## config.mk

```make
export PLATFORM = sky130hd
export DESIGN_NAME = rcr_top
export DESIGN_NICKNAME = d
export VERILOG_FILES = /design/src/rtl/rcr_pkg.sv /design/src/rtl/rcr_pin_sync.sv /design/src/rtl/rcr_top.sv
export VERILOG_INCLUDE_DIRS = /design/src /design/src/rtl
export SDC_FILE = /design/constraint.sdc
export NUM_CORES = 1
export LEC_CHECK = 0
export ABC_AREA = 1
export BUFFER_PORTS_ARGS = -buffer_cell sky130_fd_sc_hd__buf_2
export CAP_MARGIN = 20
export CORE_MARGIN = 8
export CORE_UTILIZATION = 50
export DETAILED_ROUTE_END_ITERATION = 8
export PLACE_DENSITY = 0.79
export RECOVER_POWER = 50
export SYNTH_ARGS = -nofsm -noshare
export SYNTH_HDL_FRONTEND = slang
export SYNTH_HIERARCHICAL = 1
export SYNTH_SLANG_ARGS = --single-unit
```

## constraint.sdc

```tcl
create_clock -name clk -period 2.2 [get_ports clk]
set_clock_uncertainty 0.05 [all_clocks]
set_input_delay 0.33 -clock clk [delete_from_list [all_inputs] [get_ports clk]]
set_output_delay 0.33 -clock clk [all_outputs]
set_load 0.005 [all_outputs]
```

## src/rtl/rcr_params.svh

```systemverilog
// reset cause recorder: bit positions, reset values and vectors
// assumes a word-addressed program counter of at least three bits
`ifndef RCR_PARAMS_SVH
`define RCR_PARAMS_SVH

// power control register bit positions
`define RCR_OVF_BIT   7
`define RCR_UNF_BIT   6
`define RCR_GAP_BIT   5
`define RCR_WDT_BIT   4
`define RCR_PIN_BIT   3
`define RCR_INS_BIT   2
`define RCR_POR_BIT   1
`define RCR_BOR_BIT   0

// implemented bits of the power control register
`define RCR_IMPL_MASK 8'hdf
// value after power-on; brown-out bit is unknown and taken as zero
`define RCR_POR_VALUE 8'h1c

// program counter targets
`define RCR_RESET_VEC 16'h0000
`define RCR_INT_VEC   16'h0004
`define RCR_PC_STEP   16'h0001

`endif

```

## src/rtl/rcr_pkg.sv

```systemverilog
// reset cause recorder: shared types
// assumes rcr_params.svh holds every numeric constant
package rcr_pkg;

   // event taken in one cycle, highest priority first
   typedef enum logic [3:0] {
      EV_NONE,
      EV_BOR,
      EV_PIN,
      EV_OVF,
      EV_UNF,
      EV_WDT,
      EV_INS,
      EV_WAKE,
      EV_SLEEP,
      EV_CLRWDT
   } rcr_ev_t;

   // core run state as seen by the recorder
   typedef enum logic [1:0] {
      ST_RUN,
      ST_SLEEP,
      ST_VEC_WAIT
   } rcr_st_t;

endpackage : rcr_pkg

```

## src/rtl/rcr_pin_sync.sv

```systemverilog
// reset pin synchroniser with assertion edge detect
// assumes the pin is active low and asynchronous to clk
`timescale 1ns/10ps
module rcr_pin_sync (
   input  wire logic clk,        // core clock
   input  wire logic nrst,       // async reset, active low
   input  wire logic pin_n,      // raw pin, active low
   output logic      assert_pls  // one cycle when pin goes low
);

   logic meta;   // first stage, read only by stage two
   logic sync;   // second stage
   logic prev;   // delayed copy for edge detect

   // two-flop synchroniser; idle level is high
   always_ff @(posedge clk or negedge nrst) begin
      if (!nrst) begin
         meta <= 1'b1;
         sync <= 1'b1;
         prev <= 1'b1;
      end else begin
         meta <= pin_n;
         sync <= meta;
         prev <= sync;
      end
   end

   // high to low of the synchronised pin
   assign assert_pls = prev & ~sync;

endmodule : rcr_pin_sync

```

## src/rtl/rcr_top.sv

```systemverilog
// reset cause recorder: cause flags, sleep state and restart address
// assumes event inputs are one-cycle pulses on clk except the pin
// Function
// (RULE_01) every reset updates flags, restarts at zero
// (RULE_02) power-on sets defaults, timeout and powerdown high
// (RULE_03) pin reset running clears only pin flag
// (RULE_04) pin reset asleep also sets timeout, clears powerdown
// (RULE_05) watchdog in sleep wakes, clears timeout, powerdown
// (RULE_06) interrupt wake sets timeout, clears powerdown
// (RULE_07) enabled interrupt wake runs next, then vectors
// (RULE_08) enabled overflow resets and sets overflow flag
// (RULE_09) enabled underflow resets and sets underflow flag
// (RULE_10) unimplemented bits always read zero
// (RULE_11) software rewrites power-on and brown-out flags
// (RULE_12) watchdog reset running clears watchdog, timeout
// (RULE_13) brown-out and reset instruction flag updates
`timescale 1ns/10ps
`include "rcr_params.svh"
module rcr_top #(
   parameter int PC_W = 15                       // program counter width
) (
   input  wire logic            clk,             // core clock, 200 MHz
   input  wire logic            nrst,            // power-on reset, active low
   input  wire logic            ext_reset_pin_n, // reset pin, active low
   input  wire logic            bor_event,       // brown-out detected
   input  wire logic            wdt_expire,      // watchdog_timer expired
   input  wire logic            reset_instr,     // reset instruction run
   input  wire logic            stack_ovf,       // stack overflow seen
   input  wire logic            stack_unf,       // stack underflow seen
   input  wire logic            int_wake,        // interrupt wants wake-up
   input  wire logic            sleep_enter,     // sleep instruction run
   input  wire logic            clrwdt_instr,    // watchdog clear instruction
   input  wire logic            stack_fault_reset_enable, // stack reset on
   input  wire logic            global_int_enable, // interrupts enabled
   input  wire logic            instr_retired,   // core finished an instruction
   input  wire logic [PC_W-1:0] core_pc,         // current core pc
   input  wire logic            power_control_reg_wr,         // software write strobe
   input  wire logic [7:0]      power_control_reg_wdata,      // software write data
   output logic      [7:0]      power_control_reg, // cause flags
   output logic                 timeout_flag,    // status time-out flag
   output logic                 powerdown_flag,  // status power-down flag
   output logic                 asleep,          // core is sleeping
   output logic                 core_restart,    // pulse: true reset
   output logic                 pc_load,         // pulse: load pc
   output logic      [PC_W-1:0] pc_load_addr,    // pc to load
   output logic                 stack_push,      // pulse: push return
   output logic      [PC_W-1:0] push_addr        // return address pushed
);

   // pc one step on from the given address
   function automatic logic [PC_W-1:0] pc_next(input logic [PC_W-1:0] pc);
      pc_next = pc + PC_W'(`RCR_PC_STEP);
   endfunction : pc_next

   logic            pin_pls;   // synchronised pin assertion
   rcr_pkg::rcr_ev_t ev;       // event taken this cycle
   rcr_pkg::rcr_st_t st;       // run state
   logic [7:0]      next_power_control_reg; // next cause flags
   logic            sleeping;  // core in sleep this cycle
   logic            true_rst;  // event restarts the core

   rcr_pin_sync u_pin (
      .clk        (clk),
      .nrst       (nrst),
      .pin_n      (ext_reset_pin_n),
      .assert_pls (pin_pls)
   );

   assign sleeping = (st == rcr_pkg::ST_SLEEP);
   assign asleep   = sleeping;

   // pick one event by priority; stack faults only when enabled
   always_comb begin
      ev = rcr_pkg::EV_NONE;
      if (bor_event)
         ev = rcr_pkg::EV_BOR;
      else if (pin_pls)
         ev = rcr_pkg::EV_PIN;
      else if (stack_ovf && stack_fault_reset_enable)        // RULE_08
         ev = rcr_pkg::EV_OVF;
      else if (stack_unf && stack_fault_reset_enable)        // RULE_09
         ev = rcr_pkg::EV_UNF;
      else if (wdt_expire)
         ev = rcr_pkg::EV_WDT;
      else if (reset_instr && !sleeping)
         ev = rcr_pkg::EV_INS;
      else if (int_wake && sleeping)
         ev = rcr_pkg::EV_WAKE;
      else if (sleep_enter && !sleeping)
         ev = rcr_pkg::EV_SLEEP;
      else if (clrwdt_instr && !sleeping)
         ev = rcr_pkg::EV_CLRWDT;
   end

   // watchdog in sleep wakes instead of resetting
   assign true_rst = (ev == rcr_pkg::EV_BOR) || (ev == rcr_pkg::EV_PIN)
                  || (ev == rcr_pkg::EV_OVF) || (ev == rcr_pkg::EV_UNF)
                  || (ev == rcr_pkg::EV_INS)
                  || (ev == rcr_pkg::EV_WDT && !sleeping);

   // cause flags: software write first, hardware event on top so the event wins
   always_comb begin
      next_power_control_reg = power_control_reg_wr ? (power_control_reg_wdata & `RCR_IMPL_MASK)    // RULE_11
                          : power_control_reg;
      unique case (ev)
         rcr_pkg::EV_BOR: begin                              // RULE_13
            next_power_control_reg[`RCR_BOR_BIT] = 1'b0;
            next_power_control_reg[`RCR_OVF_BIT] = 1'b0;
            next_power_control_reg[`RCR_UNF_BIT] = 1'b0;
         end
         rcr_pkg::EV_PIN: next_power_control_reg[`RCR_PIN_BIT] = 1'b0;     // RULE_03
         rcr_pkg::EV_OVF: next_power_control_reg[`RCR_OVF_BIT] = 1'b1;     // RULE_08
         rcr_pkg::EV_UNF: next_power_control_reg[`RCR_UNF_BIT] = 1'b1;     // RULE_09
         rcr_pkg::EV_WDT: begin
            if (!sleeping)
               next_power_control_reg[`RCR_WDT_BIT] = 1'b0;               // RULE_12
         end
         rcr_pkg::EV_INS: next_power_control_reg[`RCR_INS_BIT] = 1'b0;     // RULE_13
         default: ;                                          // wakes keep flags
      endcase
      next_power_control_reg[`RCR_GAP_BIT] = 1'b0;                        // RULE_10
   end

   // cause flag register
   always_ff @(posedge clk or negedge nrst) begin
      if (!nrst)
         power_control_reg <= `RCR_POR_VALUE;                // RULE_02
      else
         power_control_reg <= next_power_control_reg;                     // RULE_01
   end

   // time-out and power-down status flags
   always_ff @(posedge clk or negedge nrst) begin
      if (!nrst) begin
         timeout_flag   <= 1'b1;                             // RULE_02
         powerdown_flag <= 1'b1;
      end else begin
         unique case (ev)
            rcr_pkg::EV_BOR: begin                           // RULE_13
               timeout_flag   <= 1'b1;
               powerdown_flag <= 1'b1;
            end
            rcr_pkg::EV_PIN: begin
               if (sleeping) begin                           // RULE_04
                  timeout_flag   <= 1'b1;
                  powerdown_flag <= 1'b0;
               end
            end
            rcr_pkg::EV_WDT: begin
               timeout_flag <= 1'b0;                         // RULE_05 RULE_12
               if (sleeping)
                  powerdown_flag <= 1'b0;                    // RULE_05
            end
            rcr_pkg::EV_WAKE, rcr_pkg::EV_SLEEP: begin       // RULE_06
               timeout_flag   <= 1'b1;
               powerdown_flag <= 1'b0;
            end
            rcr_pkg::EV_CLRWDT: begin
               timeout_flag   <= 1'b1;
               powerdown_flag <= 1'b1;
            end
            default: ;                                       // flags unchanged
         endcase
      end
   end

   // run state: sleep, wake, and wait for one instruction before vectoring
   always_ff @(posedge clk or negedge nrst) begin
      if (!nrst)
         st <= rcr_pkg::ST_RUN;
      else if (true_rst)
         st <= rcr_pkg::ST_RUN;
      else if (ev == rcr_pkg::EV_SLEEP)
         st <= rcr_pkg::ST_SLEEP;
      else if (ev == rcr_pkg::EV_WDT)
         st <= rcr_pkg::ST_RUN;                              // RULE_05
      else if (ev == rcr_pkg::EV_WAKE)
         st <= global_int_enable ? rcr_pkg::ST_VEC_WAIT      // RULE_07
                                 : rcr_pkg::ST_RUN;
      else if (st == rcr_pkg::ST_VEC_WAIT && instr_retired)
         st <= rcr_pkg::ST_RUN;
   end

   // program counter requests and return push
   always_ff @(posedge clk or negedge nrst) begin
      if (!nrst) begin
         core_restart <= 1'b0;
         pc_load      <= 1'b0;
         pc_load_addr <= PC_W'(`RCR_RESET_VEC);
         stack_push   <= 1'b0;
         push_addr    <= PC_W'(`RCR_RESET_VEC);
      end else begin
         core_restart <= true_rst;
         stack_push   <= 1'b0;
         pc_load      <= 1'b0;
         if (true_rst) begin
            pc_load      <= 1'b1;                            // RULE_01
            pc_load_addr <= PC_W'(`RCR_RESET_VEC);
         end else if (ev == rcr_pkg::EV_WAKE || ev == rcr_pkg::EV_WDT) begin
            pc_load      <= 1'b1;                            // RULE_05 RULE_06
            pc_load_addr <= pc_next(core_pc);
         end else if (st == rcr_pkg::ST_VEC_WAIT && instr_retired) begin
            pc_load      <= 1'b1;                            // RULE_07
            pc_load_addr <= PC_W'(`RCR_INT_VEC);
            stack_push   <= 1'b1;
            push_addr    <= pc_next(core_pc);
         end
      end
   end

   // helper: no event or write seen since power-on
   logic untouched;
   always_ff @(posedge clk or negedge nrst) begin
      if (!nrst)
         untouched <= 1'b1;
      else if (ev != rcr_pkg::EV_NONE || power_control_reg_wr)
         untouched <= 1'b0;
   end
endmodule : rcr_top

```

**After elaboration in Yosys (flattened, before gate mapping)**

Index checks and enable logic that the tools add are counted.

- Bits in registers: 47
- Output and inout bits: 44
- Word-level logic and storage cells: 102

- Add/sub/neg operators: 1
- Eq/ne operators: 13
- Mux-type cells: 35
- Bitwise gates (word level): 4
- Reductions and logical operators: 31

Operators by type and width:

| kind | count |
|---|---|
| 15-bit 2-to-1 mux | 3 |
| 4-bit 2-to-1 mux | 9 |
| 4-bit by 3-bit equality test with 1-bit output, second input constant | 4 |
| 15-bit by 1-bit adder with 15-bit output, second input constant | 1 |
| 3-bit nonzero test | 5 |
| 1-bit 2-to-1 mux | 12 |
| 2-bit 2-to-1 mux | 6 |
| 4-bit by 2-bit equality test with 1-bit output, second input constant | 2 |
| 4-bit equality test, second input constant | 2 |
| 1-bit logical AND | 8 |
| 8-bit 2-to-1 mux | 1 |
| 1-bit logical OR | 6 |
| 1-bit one-hot mux with 3 select lines | 2 |
| 2-bit nonzero test | 3 |
| 2-bit OR reduction | 3 |
| 5-bit nonzero test | 1 |
| 4-bit by 1-bit equality test with 1-bit output, second input constant | 1 |
| 1-bit one-hot mux with 2 select lines | 2 |
| 2-bit AND reduction | 2 |
| 4-bit OR reduction | 1 |
| 1-bit inverter | 3 |
| 3-bit AND reduction | 1 |
| 2-bit by 1-bit equality test with 1-bit output, second input constant | 1 |
| 2-bit equality test, second input constant | 1 |
| 4 further kinds | 4 |

**Longest topological paths before layout**

Gate-level depths: netlist (run 1).

- Depth after elaboration: 20
- Depth in mapped cells: 17
- Mapped depth without buffers: 16

**Cells and area by module**

The synthesis (run 1) kept the hierarchy.

Modules (own cells, without submodules):

| module | instances | cells an instance | area an instance (µm²) | sequential area each (µm²) |
|---|---|---|---|---|
| rcr_top | 1 | 303 | 2,371.0 | 1,107.3 |
| rcr_pin_sync | 1 | 5 | 88.8 | 78.8 |

**Worst setup path before layout (run 1)**

No wires, ideal clock.

- Path kind: register to register
- Start point: reg u_pin.sync
- End point: reg pc_load_addr[10]
- Library setup time: 0.118 ns
- Data arrival time: 1.740 ns
- Data required time: 2.032 ns
- Slack: 0.292 ns
- Cell stages (with the launch flop): 16
- Path buffers: 2
- Period minus slack after synthesis: 1.908 ns
- Cells stage by stage: dfstp_2 > nor2_2 > inv_1 > nand2_1 > nor2_1 > nand2_2 > inv_4 > nand3_1 > nand2_1 > inv_2 > nand2_4 > buf_8 > inv_4 > buf_6 > nand3_1 > nand2_1

- Word-level cells in the longest chain between the ends: 11
- Elaborated cells on any way between the ends: 21
- Classes of those cells: eq/ne (7); mux (4); bitwise (2); reduce/logical (8)

Ends and longest elaborated chain:

| what | line | source |
|---|---|---|
| start, declared | rcr_pin_sync.sv:12 | `logic sync;` |
| start signal, assigned | rcr_pin_sync.sv:23 | `sync <= meta;` |
| 1-bit inverter * | rcr_pin_sync.sv:29 | `assign assert_pls = prev & ~sync;` |
| 1-bit bitwise AND * | rcr_pin_sync.sv:29 |  |
| named net pin_pls | rcr_top.sv:55 | `logic pin_pls;` |
| 4-bit 2-to-1 mux * | rcr_top.sv:77 | `else if (pin_pls)` |
| 4-bit 2-to-1 mux * | rcr_top.sv:75 | `if (bor_event)` |
| 4-bit by 1-bit equality test with 1-bit output / 4-bit by 2-bit equality test with 1-bit output (equally long branches) | rcr_top.sv:96 | `assign true_rst = (ev == rcr_pkg::EV_BOR) \|\| (ev == rcr_pkg::EV_PIN)` |
| 1-bit logical OR | rcr_top.sv:96 |  |
| 1-bit logical OR (2 in series) | rcr_top.sv:97 | `\|\| (ev == rcr_pkg::EV_OVF) \|\| (ev == rcr_pkg::EV_UNF)` |
| 1-bit logical OR | rcr_top.sv:98 | `\|\| (ev == rcr_pkg::EV_INS)` |
| 1-bit logical OR | rcr_top.sv:99 | `\|\| (ev == rcr_pkg::EV_WDT && !sleeping);` |
| 3-bit nonzero test (no source line) / 15-bit 2-to-1 mux (equally long branches) | - |  |
| end signal, assigned | rcr_top.sv:189 | `` pc_load_addr <= PC_W'(`RCR_RESET_VEC); `` |
| end signal, assigned | rcr_top.sv:198 | `` pc_load_addr <= PC_W'(`RCR_RESET_VEC); `` |
| end signal, assigned | rcr_top.sv:201 | `pc_load_addr <= pc_next(core_pc);` |
| end, declared | rcr_top.sv:45 | `output logic [PC_W-1:0] pc_load_addr,` |

The timed path passes the listed nets; every way through them passes the cells marked *.
A chain may end at the register's enable or synchronous reset.

**Worst setup path in the final report (run 1)**

- Start point: reg u_pin.sync
- End point: reg push_addr[3]

- Word-level cells in the longest chain between the ends: 12
- Elaborated cells on any way between the ends: 21
- Classes of those cells: eq/ne (7); mux (2); bitwise (4); reduce/logical (8)

Ends and longest elaborated chain:

| what | line | source |
|---|---|---|
| 1-bit inverter * | rcr_pin_sync.sv:29 |  |
| 1-bit bitwise AND * | rcr_pin_sync.sv:29 |  |
| named net pin_pls | rcr_top.sv:55 |  |
| 4-bit 2-to-1 mux * | rcr_top.sv:77 |  |
| 4-bit 2-to-1 mux * | rcr_top.sv:75 |  |
| 4-bit by 1-bit equality test with 1-bit output / 4-bit by 2-bit equality test with 1-bit output (equally long branches) | rcr_top.sv:96 |  |
| 1-bit logical OR | rcr_top.sv:96 |  |
| 1-bit logical OR (2 in series) | rcr_top.sv:97 |  |
| 1-bit logical OR | rcr_top.sv:98 |  |
| 1-bit logical OR | rcr_top.sv:99 |  |
| 1-bit inverter (no source line) | - |  |
| 3-bit AND reduction (no source line) * | - |  |
| end signal, assigned | rcr_top.sv:191 | `` push_addr <= PC_W'(`RCR_RESET_VEC); `` |
| end signal, assigned | rcr_top.sv:206 | `push_addr <= pc_next(core_pc);` |
| end, declared | rcr_top.sv:47 | `output logic [PC_W-1:0] push_addr` |

Marks and branches as above.

==> results of run 1 <==
## where the power goes
group,leakage (nW),switching (mW),internal [mW]
combinational,1.15,0.194,0.118
sequential,0.612,0.0256,0.927
clock,0.0482,0.279,0.254
## area by class of cell
cell class | instances | area (sq um)
Sequential cell | 47 | 1190
Clock inverter | 1 | 5.00
Tap cell | 67 | 83.8
Fill cell | 421 | 1710
Clock buffer | 7 | 86.3
Timing Repair Buffer | 85 | 443
Inverter | 37 | 144
Multi-Input combinational cell | 215 | 1060
## worst max-delay path, stage by stage, from the launching register on
cell and delay (ns):
dfstp_2 0.54, nor2_2 0.04, inv_1 0.10, nand2_1 0.10, nor2_2 0.16, nand2_2 0.11, inv_4 0.11, nand4_2 0.23
nand2_8 0.21, nor2_4 0.06, buf_12 0.14, nand2_1 0.06, nand2_1 0.06
## metrics by stage
step | setup TNS (ns) | setup slack [ns] | hold slack (ns) | std cells
floorplan | 0 | 0.292 | -0.0156 | 308
global placement | 0 | 0.176 | 0.297 | 449
detailed placement | 0 | 0.100 | 0.301 | 449
CTS | 0 | 0.0729 | 0.0680 | 457
global route | -0.00263 | -0.00148 | 0.0563 | 459
finish | 0 | 0.127 | 0.0808 | 459
## cell families (layout without fill, tap and decap cells)
kind of cell	count (synthesis)	in the layout	synth area share, %
AOI/OAI and AO/OA	23	23	4.98
and+or+nand+nor	179	179	33.1
DFF	47	47	48.2
xor gates and xnor gates	11	11	3.92
adders and majority gates	1	1	0.509
buffers and inverters	46	130	9.10
other	1	1	0.152
## per-layer routing
layer	track usage (%)	up-vias
met2	29.2	78
li1	-	1127
met4	5.73	0
met5	0	-
met3	5.16	6
met1	19.4	1015
## cells in the mapped netlist (all sizes together)
| library cell | n | area (sq um) |
|---|---|---|
| nand4 | 3 | 31.3 |
| ha | 1 | 12.5 |
| nor3b | 1 | 7.51 |
| nor3 | 2 | 10.0 |
| xnor2 | 1 | 8.76 |
| buf | 7 | 71.3 |
| nor2 | 14 | 78.8 |
| a21boi | 1 | 7.51 |
| xor2 | 10 | 87.6 |
| dfstp | 8 | 210 |
| nand2 | 121 | 489 |
| a32o | 1 | 10.0 |
| o21ai | 17 | 85.1 |
| clkinv | 1 | 3.75 |
| inv | 36 | 140 |
| clkbuf | 2 | 8.75 |
| dfrtp | 39 | 976 |
| nand3 | 37 | 190 |
| a21oi | 4 | 20.0 |
| nand3b | 1 | 7.51 |
| conb | 1 | 3.75 |
## path summary, 6_finish.rpt
path,from,end,slack (ns),cells past startpoint
min reg2reg,u_pin/meta,u_pin/sync,0.31,0
min,ext_reset_pin_n,u_pin/meta,0.08,1
min in group asynchronous,nrst,pc_load_addr[0],0.29,2
max reg2reg,u_pin/sync,push_addr[3],0.13,12
max,u_pin/sync,push_addr[3],0.13,12
max in group asynchronous,nrst,power_control_reg[1],1.11,2
## what timing repair did
action	CTS	global route
setup buffers	0	2
resized for setup	0	2
endpoints found under the setup margin	0	31
==> reports/qor.yml, run 1 <==
outcome: "finished, final reports clean"
utilization_pct: 63.7
antenna_found_initial: 0
cts_buffers: 5
grt_pass1_wl_um: 10200
wire_per_inst_um: 13.3
portBuffers: 79
routabilityCongestion: 0.858
clk_latency_ns: 0.29
initial_utilization_pct: 52.1
drive_above_1_share_pct: 28.6
ctsHoldBuffers: 0
synth-seq-area-share_pct: 48.2
end_kind: "flip-flop"
hp-class: "input pin to flip-flop"
max_freq_mhz: 482
syn-num-nets: 347
firstDrtPassIters: 4
highest_layer: "met4"
worst_ep_arrival_time_ns: 2.21
final_cell_mix: "nand2_1 (115), buf_2 (73), dfrtp_1 (39)"
nets: 430
ir_drop_uv: 334
met2_length_um: 2990
cap_violations: 0
synth_cell_type_count: 35
worst_pin_slew_ns: 1.15
min_period_ns: 2.07
worst_ep_required_time_ns: 2.34
crit_fanout: 16
crit_type: "flip-flop to flip-flop"
yosys_warnings: 6
setup_violations: 0
dpl.hpwl_um: 4670
die-area_sq_um: 7420
final_common_cell: "nand2_1"
clock_sinks: 47
slew_headroom_pct: 23.2
io_pins: 82
grt_max_degree: 48
cts_tree: "done"
core-area_sq_um: 4720
grt_pass1_vias: 2297
via_per_inst: 4.85
diodes: 0
syn_inst: 308
clk_pin_slew_ns: 0.09
overflow: 0
cts_buffer_depth: 2
syn-cell-area_sq_um: 2460
finish.instance_area_sq_um: 3010
syn_avg_cell_area_sq_um: 7.99
routed-wl-met3_um: 449
via_count: 2226
chipHeight_um: 86.1
post-route-drc-count: 0
start_kind: "flip-flop"
finalMaxSlewViolations: 0
drt_iter0_drc: 84
placement.cell_area_sq_um: 2890
fp.dieW_um: 86.1
syn_to_final_growth_pct: 22.3
met1_length_um: 2590
power_density_nw_per_um2: 597
ys_seq_elements: 47
htree_levels: 2
hold_viol: 0
fin_crit_sh_pct: 94.2
root_buffer: "clkbuf_8"
p_leak_nw: 1.81
rows: 25
power.total_mw: 1.80
ant_nets: 0
routed_wl_um: 6090
track_usage_pct: 17.0
(Power assumes the default switching activity.)
==> run 2: changes to the inputs <==
- CORE_UTILIZATION: 50 -> 40
- HOLD_SLACK_MARGIN: not set -> 0.12
- PLACE_DENSITY: 0.79 -> 0.66
==> reports/qor.yml, run 2 (synthesis results as in run 1) <==
outcome: "finished, final reports clean"
seqPwrFrac_pct: 49.1
dpl.hpwl_um: 4720
setup_tns_ns: 0
power_density_nw_per_um2: 635
start_kind: "flip-flop"
power.total_mw: 1.94
max_freq_mhz: 494
cts_buffers: 5
final_cell_mix: "nand2_1 (115), buf_2 (58), dfrtp_1 (39)"
crit_path_cell_trace: "nor2_2, inv_1, nand2_1, nor2_2, nand2_2, inv_4, nand4_2, nand2_4, nor2_4, buf_12, nand2_1, nand2_1"
cell_internal_pwr_mw: 1.42
slowest_delay_ns: 0.54
place_ws_ns: 0.122
crit_fanout: 16
antenna_found_initial: 0
p_sw_share_pct: 26.8
routabilityCongestion: 0.805
core-area_sq_um: 5920
root_buffer: "clkbuf_8"
end_kind: "flip-flop"
critical_path_buf_inv_count: 3
drt_iter0_drc: 68
drive_above_1_share_pct: 25.0
clk_pin_slew_ns: 0.10
die-area_sq_um: 8920
nets: 434
grt_max_degree: 48
min_period_ns: 2.02
cts_buffer_depth: 2
via_per_inst: 4.76
power.share.combinational_pct: 16.1
worst_ep_arrival_time_ns: 2.17
clkPwrFrac_pct: 34.8
utilization_pct: 51.6
portBuffers: 79
hp-class: "input pin to flip-flop"
slowest_stage: "dfstp_1"
grt_pass1_wl_um: 10100
rows: 28
cap_violations: 0
via_count: 2242
track_usage_pct: 14.0
p_leak_nw: 1.78
clock_sinks: 47
chipHeight_um: 94.4
path_delay_family: "simple AND/OR/NAND/NOR gates"
fp.dieW_um: 94.4
clk_latency_ns: 0.29
rsz0062_at_grt: "no"
htree_levels: 2
setup_ws_ns: 0.176
cp_common_cell: "nand2_1"
grt_pass1_vias: 2165
worst_ep_required_time_ns: 2.35
routed_wl_um: 6290
io_pins: 82
placement.cell_area_sq_um: 2900
hold_viol: 0
ant_nets: 0
cts_tree: "done"
worst_pin_slew_ns: 1.16
overflow: 0
ir_drop_uv: 327
initial_utilization_pct: 41.5
power.switching_mw: 0.521
post-route-drc-count: 0
setup_violations: 0
wire_per_inst_um: 13.3
syn_to_final_growth_pct: 24.3
diodes: 0
fin_crit_sh_pct: 92.0
final_common_cell: "nand2_1"
finish.instance_area_sq_um: 3060
finalMaxSlewViolations: 0
firstDrtPassIters: 4
crit_type: "flip-flop to flip-flop"
slew_headroom_pct: 22.3
==> run 2: worst min-delay path, stage by stage <==
cell and delay [ns]:
buf_2 0.07, nand2_1 0.04, nand2_1 0.05
==> run 2: routing by layer <==
layer,vias to the layer above,global-route usage (%),share of wire [%]
met4,0,3.43,1.2
li1,1132,-,-
met5,-,0,0
met2,64,22.5,46
met1,1037,17.1,44
met3,9,5.40,8.7
==> run 2: power groups by stage <==
stage                     registers [mW]  logic [mW]  clock network (mW)
final                              0.953       0.311               0.676
after global routing               0.961       0.352               0.720
after CTS                          0.954       0.317               0.693
after detailed placement           0.970       0.313                   0
after global placement             0.968       0.308                   0
after floorplan                    0.973       0.172                   0
==> run 2: what timing repair did <==
| action | in CTS | in global routing |
|---|---|---|
| hold buffers | 2 | 0 |
| endpoints found under the setup margin | 0 | 15 |
| resized for setup | 0 | 1 |
| buffers inserted | 0 | 4 |
| hold endpoints to repair | 40 | 0 |
==> run 2: final cells by class <==
| cell class | instances | area (sq um) |
|---|---|---|
| well taps | 75 | 93.8 |
| fillers | 619 | 2860 |
| multi-input cells | 215 | 1050 |
| repair buffers | 89 | 459 |
| inverters | 37 | 144 |
| flip-flops and latches | 47 | 1190 |
| clock buffers | 6 | 82.6 |
| clock inverters | 2 | 38.8 |
==> run 2: worst paths after layout <==
kind	slack (ns)	cells past startpoint	start	end
max	0.18	12	u_pin/sync	push_addr[11]
min	0.18	3	power_control_reg_wdata[1]	power_control_reg[1]
max reg2reg	0.18	12	u_pin/sync	push_addr[11]
min reg2reg	0.31	0	u_pin/meta	u_pin/sync
max in group asynchronous	0.57	3	nrst	pc_load
min in group asynchronous	0.81	3	nrst	pc_load_addr[13]
==> run 2: stage by stage <==
stage / hold WS (ns) / cells
CTS: 0.172 / 467
global placement: 0.297 / 457
floorplan: -0.0156 / 308
detailed placement: 0.297 / 457
finish: 0.184 / 471
global route: 0.181 / 471
==> run 3: changes to the inputs <==
- REMOVE_ABC_BUFFERS: not set -> 1
==> reports/qor.yml, run 3 (synthesis results as in run 1) <==
fp.dieW_um: 94.4
diodes: 0
crit_type: "flip-flop to flip-flop"
hp-start: "power_control_reg_wdata[1]"
htree_levels: 2
routabilityCongestion: 0.806
grt_max_degree: 48
clk_latency_ns: 0.29
finalMaxSlewViolations: 0
clock_sinks: 47
power_density_nw_per_um2: 653
post-route-drc-count: 0
wire_per_inst_um: 13.2
start_kind: "flip-flop"
use_met1_pct: 16.9
track_usage_pct: 14.1
initial_utilization_pct: 41.5
cts_buffer_depth: 2
syn_to_final_growth_pct: 24.5
via_per_inst: 4.70
crit_fanout: 16
via_count: 2210
dpl.hpwl_um: 4740
root_buffer: "clkbuf_8"
crit_path_cell_trace: "nor2_2, inv_1, nand2_1, nor2_2, nand2_2, inv_4, nand4_2, nand2_8, nor2_4, buf_12, nand2_1, nand2_1"
holdWs_ns: 0.192
rrSetupSlack_ns: 0.19
chipHeight_um: 94.4
use_met2_pct: 23.9
hold_viol: 0
clk_pin_slew_ns: 0.08
cts_tree: "done"
busiest_layer: "met2"
path_delay_family: "simple AND/OR/NAND/NOR gates"
cp_num_cells: 12
setup_tns_ns: 0
reg2reg_depth: 12
cap_violations: 0
stdcell_count: 470
rsz0062_at_grt: "no"
drt_iter0_drc: 69
p_leak_nw: 1.74
worst_ep_arrival_time_ns: 2.14
routed_wl_um: 6210
holdPathEnd: "power_control_reg[1]"
core-area_sq_um: 5920
crit_start: "u_pin/sync"
worst_pin_slew_ns: 1.15
r2r-start: "u_pin/sync"
critical_path_buf_inv_count: 3
io_pins: 82
fillers: 606
outcome: "finished, final reports clean"
firstDrtPassIters: 4
grt_pass1_vias: 2180
ant_nets: 0
slew_headroom_pct: 23.6
antenna_found_initial: 0
final_common_cell: "nand2_1"
overflow: 0
rows: 28
r2r_end: "push_addr[14]"
use_met3_pct: 4.92
grt_pass1_wl_um: 10100
setup_violations: 0
worst_ep_required_time_ns: 2.33
drive_above_1_share_pct: 23.0
dp_cells: 459
die-area_sq_um: 8920
utilization_pct: 51.7
max_freq_mhz: 498
holdPathStages: 3
slowest_stage: "dfstp_1"
min_period_ns: 2.01
hp-class: "input pin to flip-flop"
cp_common_cell: "nand2_1"
slowest_delay_ns: 0.54
end_kind: "flip-flop"
final_cell_mix: "nand2_1 (115), buf_2 (51), dfrtp_1 (38)"
cts_buffers: 5
placement.cell_area_sq_um: 2910
portBuffers: 79
fin_crit_sh_pct: 91.2
finish.instance_area_sq_um: 3060
ir_drop_uv: 388
nets: 433
[run 3: cell count changes in the layout (fill, tap and decap cells not counted), sizes merged]
cell	previous run	this run
buf	65	57
clkbuf	28	35
inv	37	36
bufinv	1	2
[run 3: worst reg2reg max path: cells and delay by family (launching register included)]
kind	cells	cell delay, ns
and+or+nand+nor	9	0.95
DFF	1	0.54
buffers and inverters	3	0.36
[run 3: final cells by class]
cell class              count  area (sq um)  share of cell area (%)
clock inverters             2          60.1                    1.96
inverters                  37           144                    4.70
multi-input cells         215          1060                    34.7
well taps                  75          93.8                    3.06
repair buffers             88           443                    14.5
clock buffers               6          72.6                    2.37
flip-flops and latches     47          1190                    38.8
[run 3: repair_timing]
item / in CTS / in global routing
hold buffers: 2 / 0
setup endpoints to repair: 0 / 23
resized for setup: 0 / 3
setup buffers: 0 / 1
hold endpoints to repair: 40 / 0
[run 3: power by group]
group | switching [mW] | total [mW] | internal, mW
sequential | 0.0264 | 0.953 | 0.927
clock | 0.279 | 0.734 | 0.454
combinational | 0.195 | 0.311 | 0.117
total | 0.501 | 2.00 | 1.50
[run 3: worst max path at each step]
| stage | end |
|---|---|
| final | push_addr[14] |
| after global routing | push_addr[11] |
| after CTS | push_addr[7] |
| after detailed placement | push_addr[13] |
| after global placement | pc_load_addr[14] |
| after floorplan | push_addr[0] |
[run 3: per-layer routing]
layer / wire [um] / vias to the layer above
met4: 37 / 0
li1: - / 1131
met1: 2770 / 1010
met3: 511 / 6
met5: 0 / -
met2: 2890 / 63
[run 3: per-stage QoR]
step / total power [mW] / setup WS [ns]
final: 2.00 / 0.193
after global routing: 2.10 / 0.0261
after CTS: 2.03 / 0.116
after detailed placement: 1.29 / 0.140
after global placement: 1.28 / 0.166
after floorplan: 1.13 / 0.351
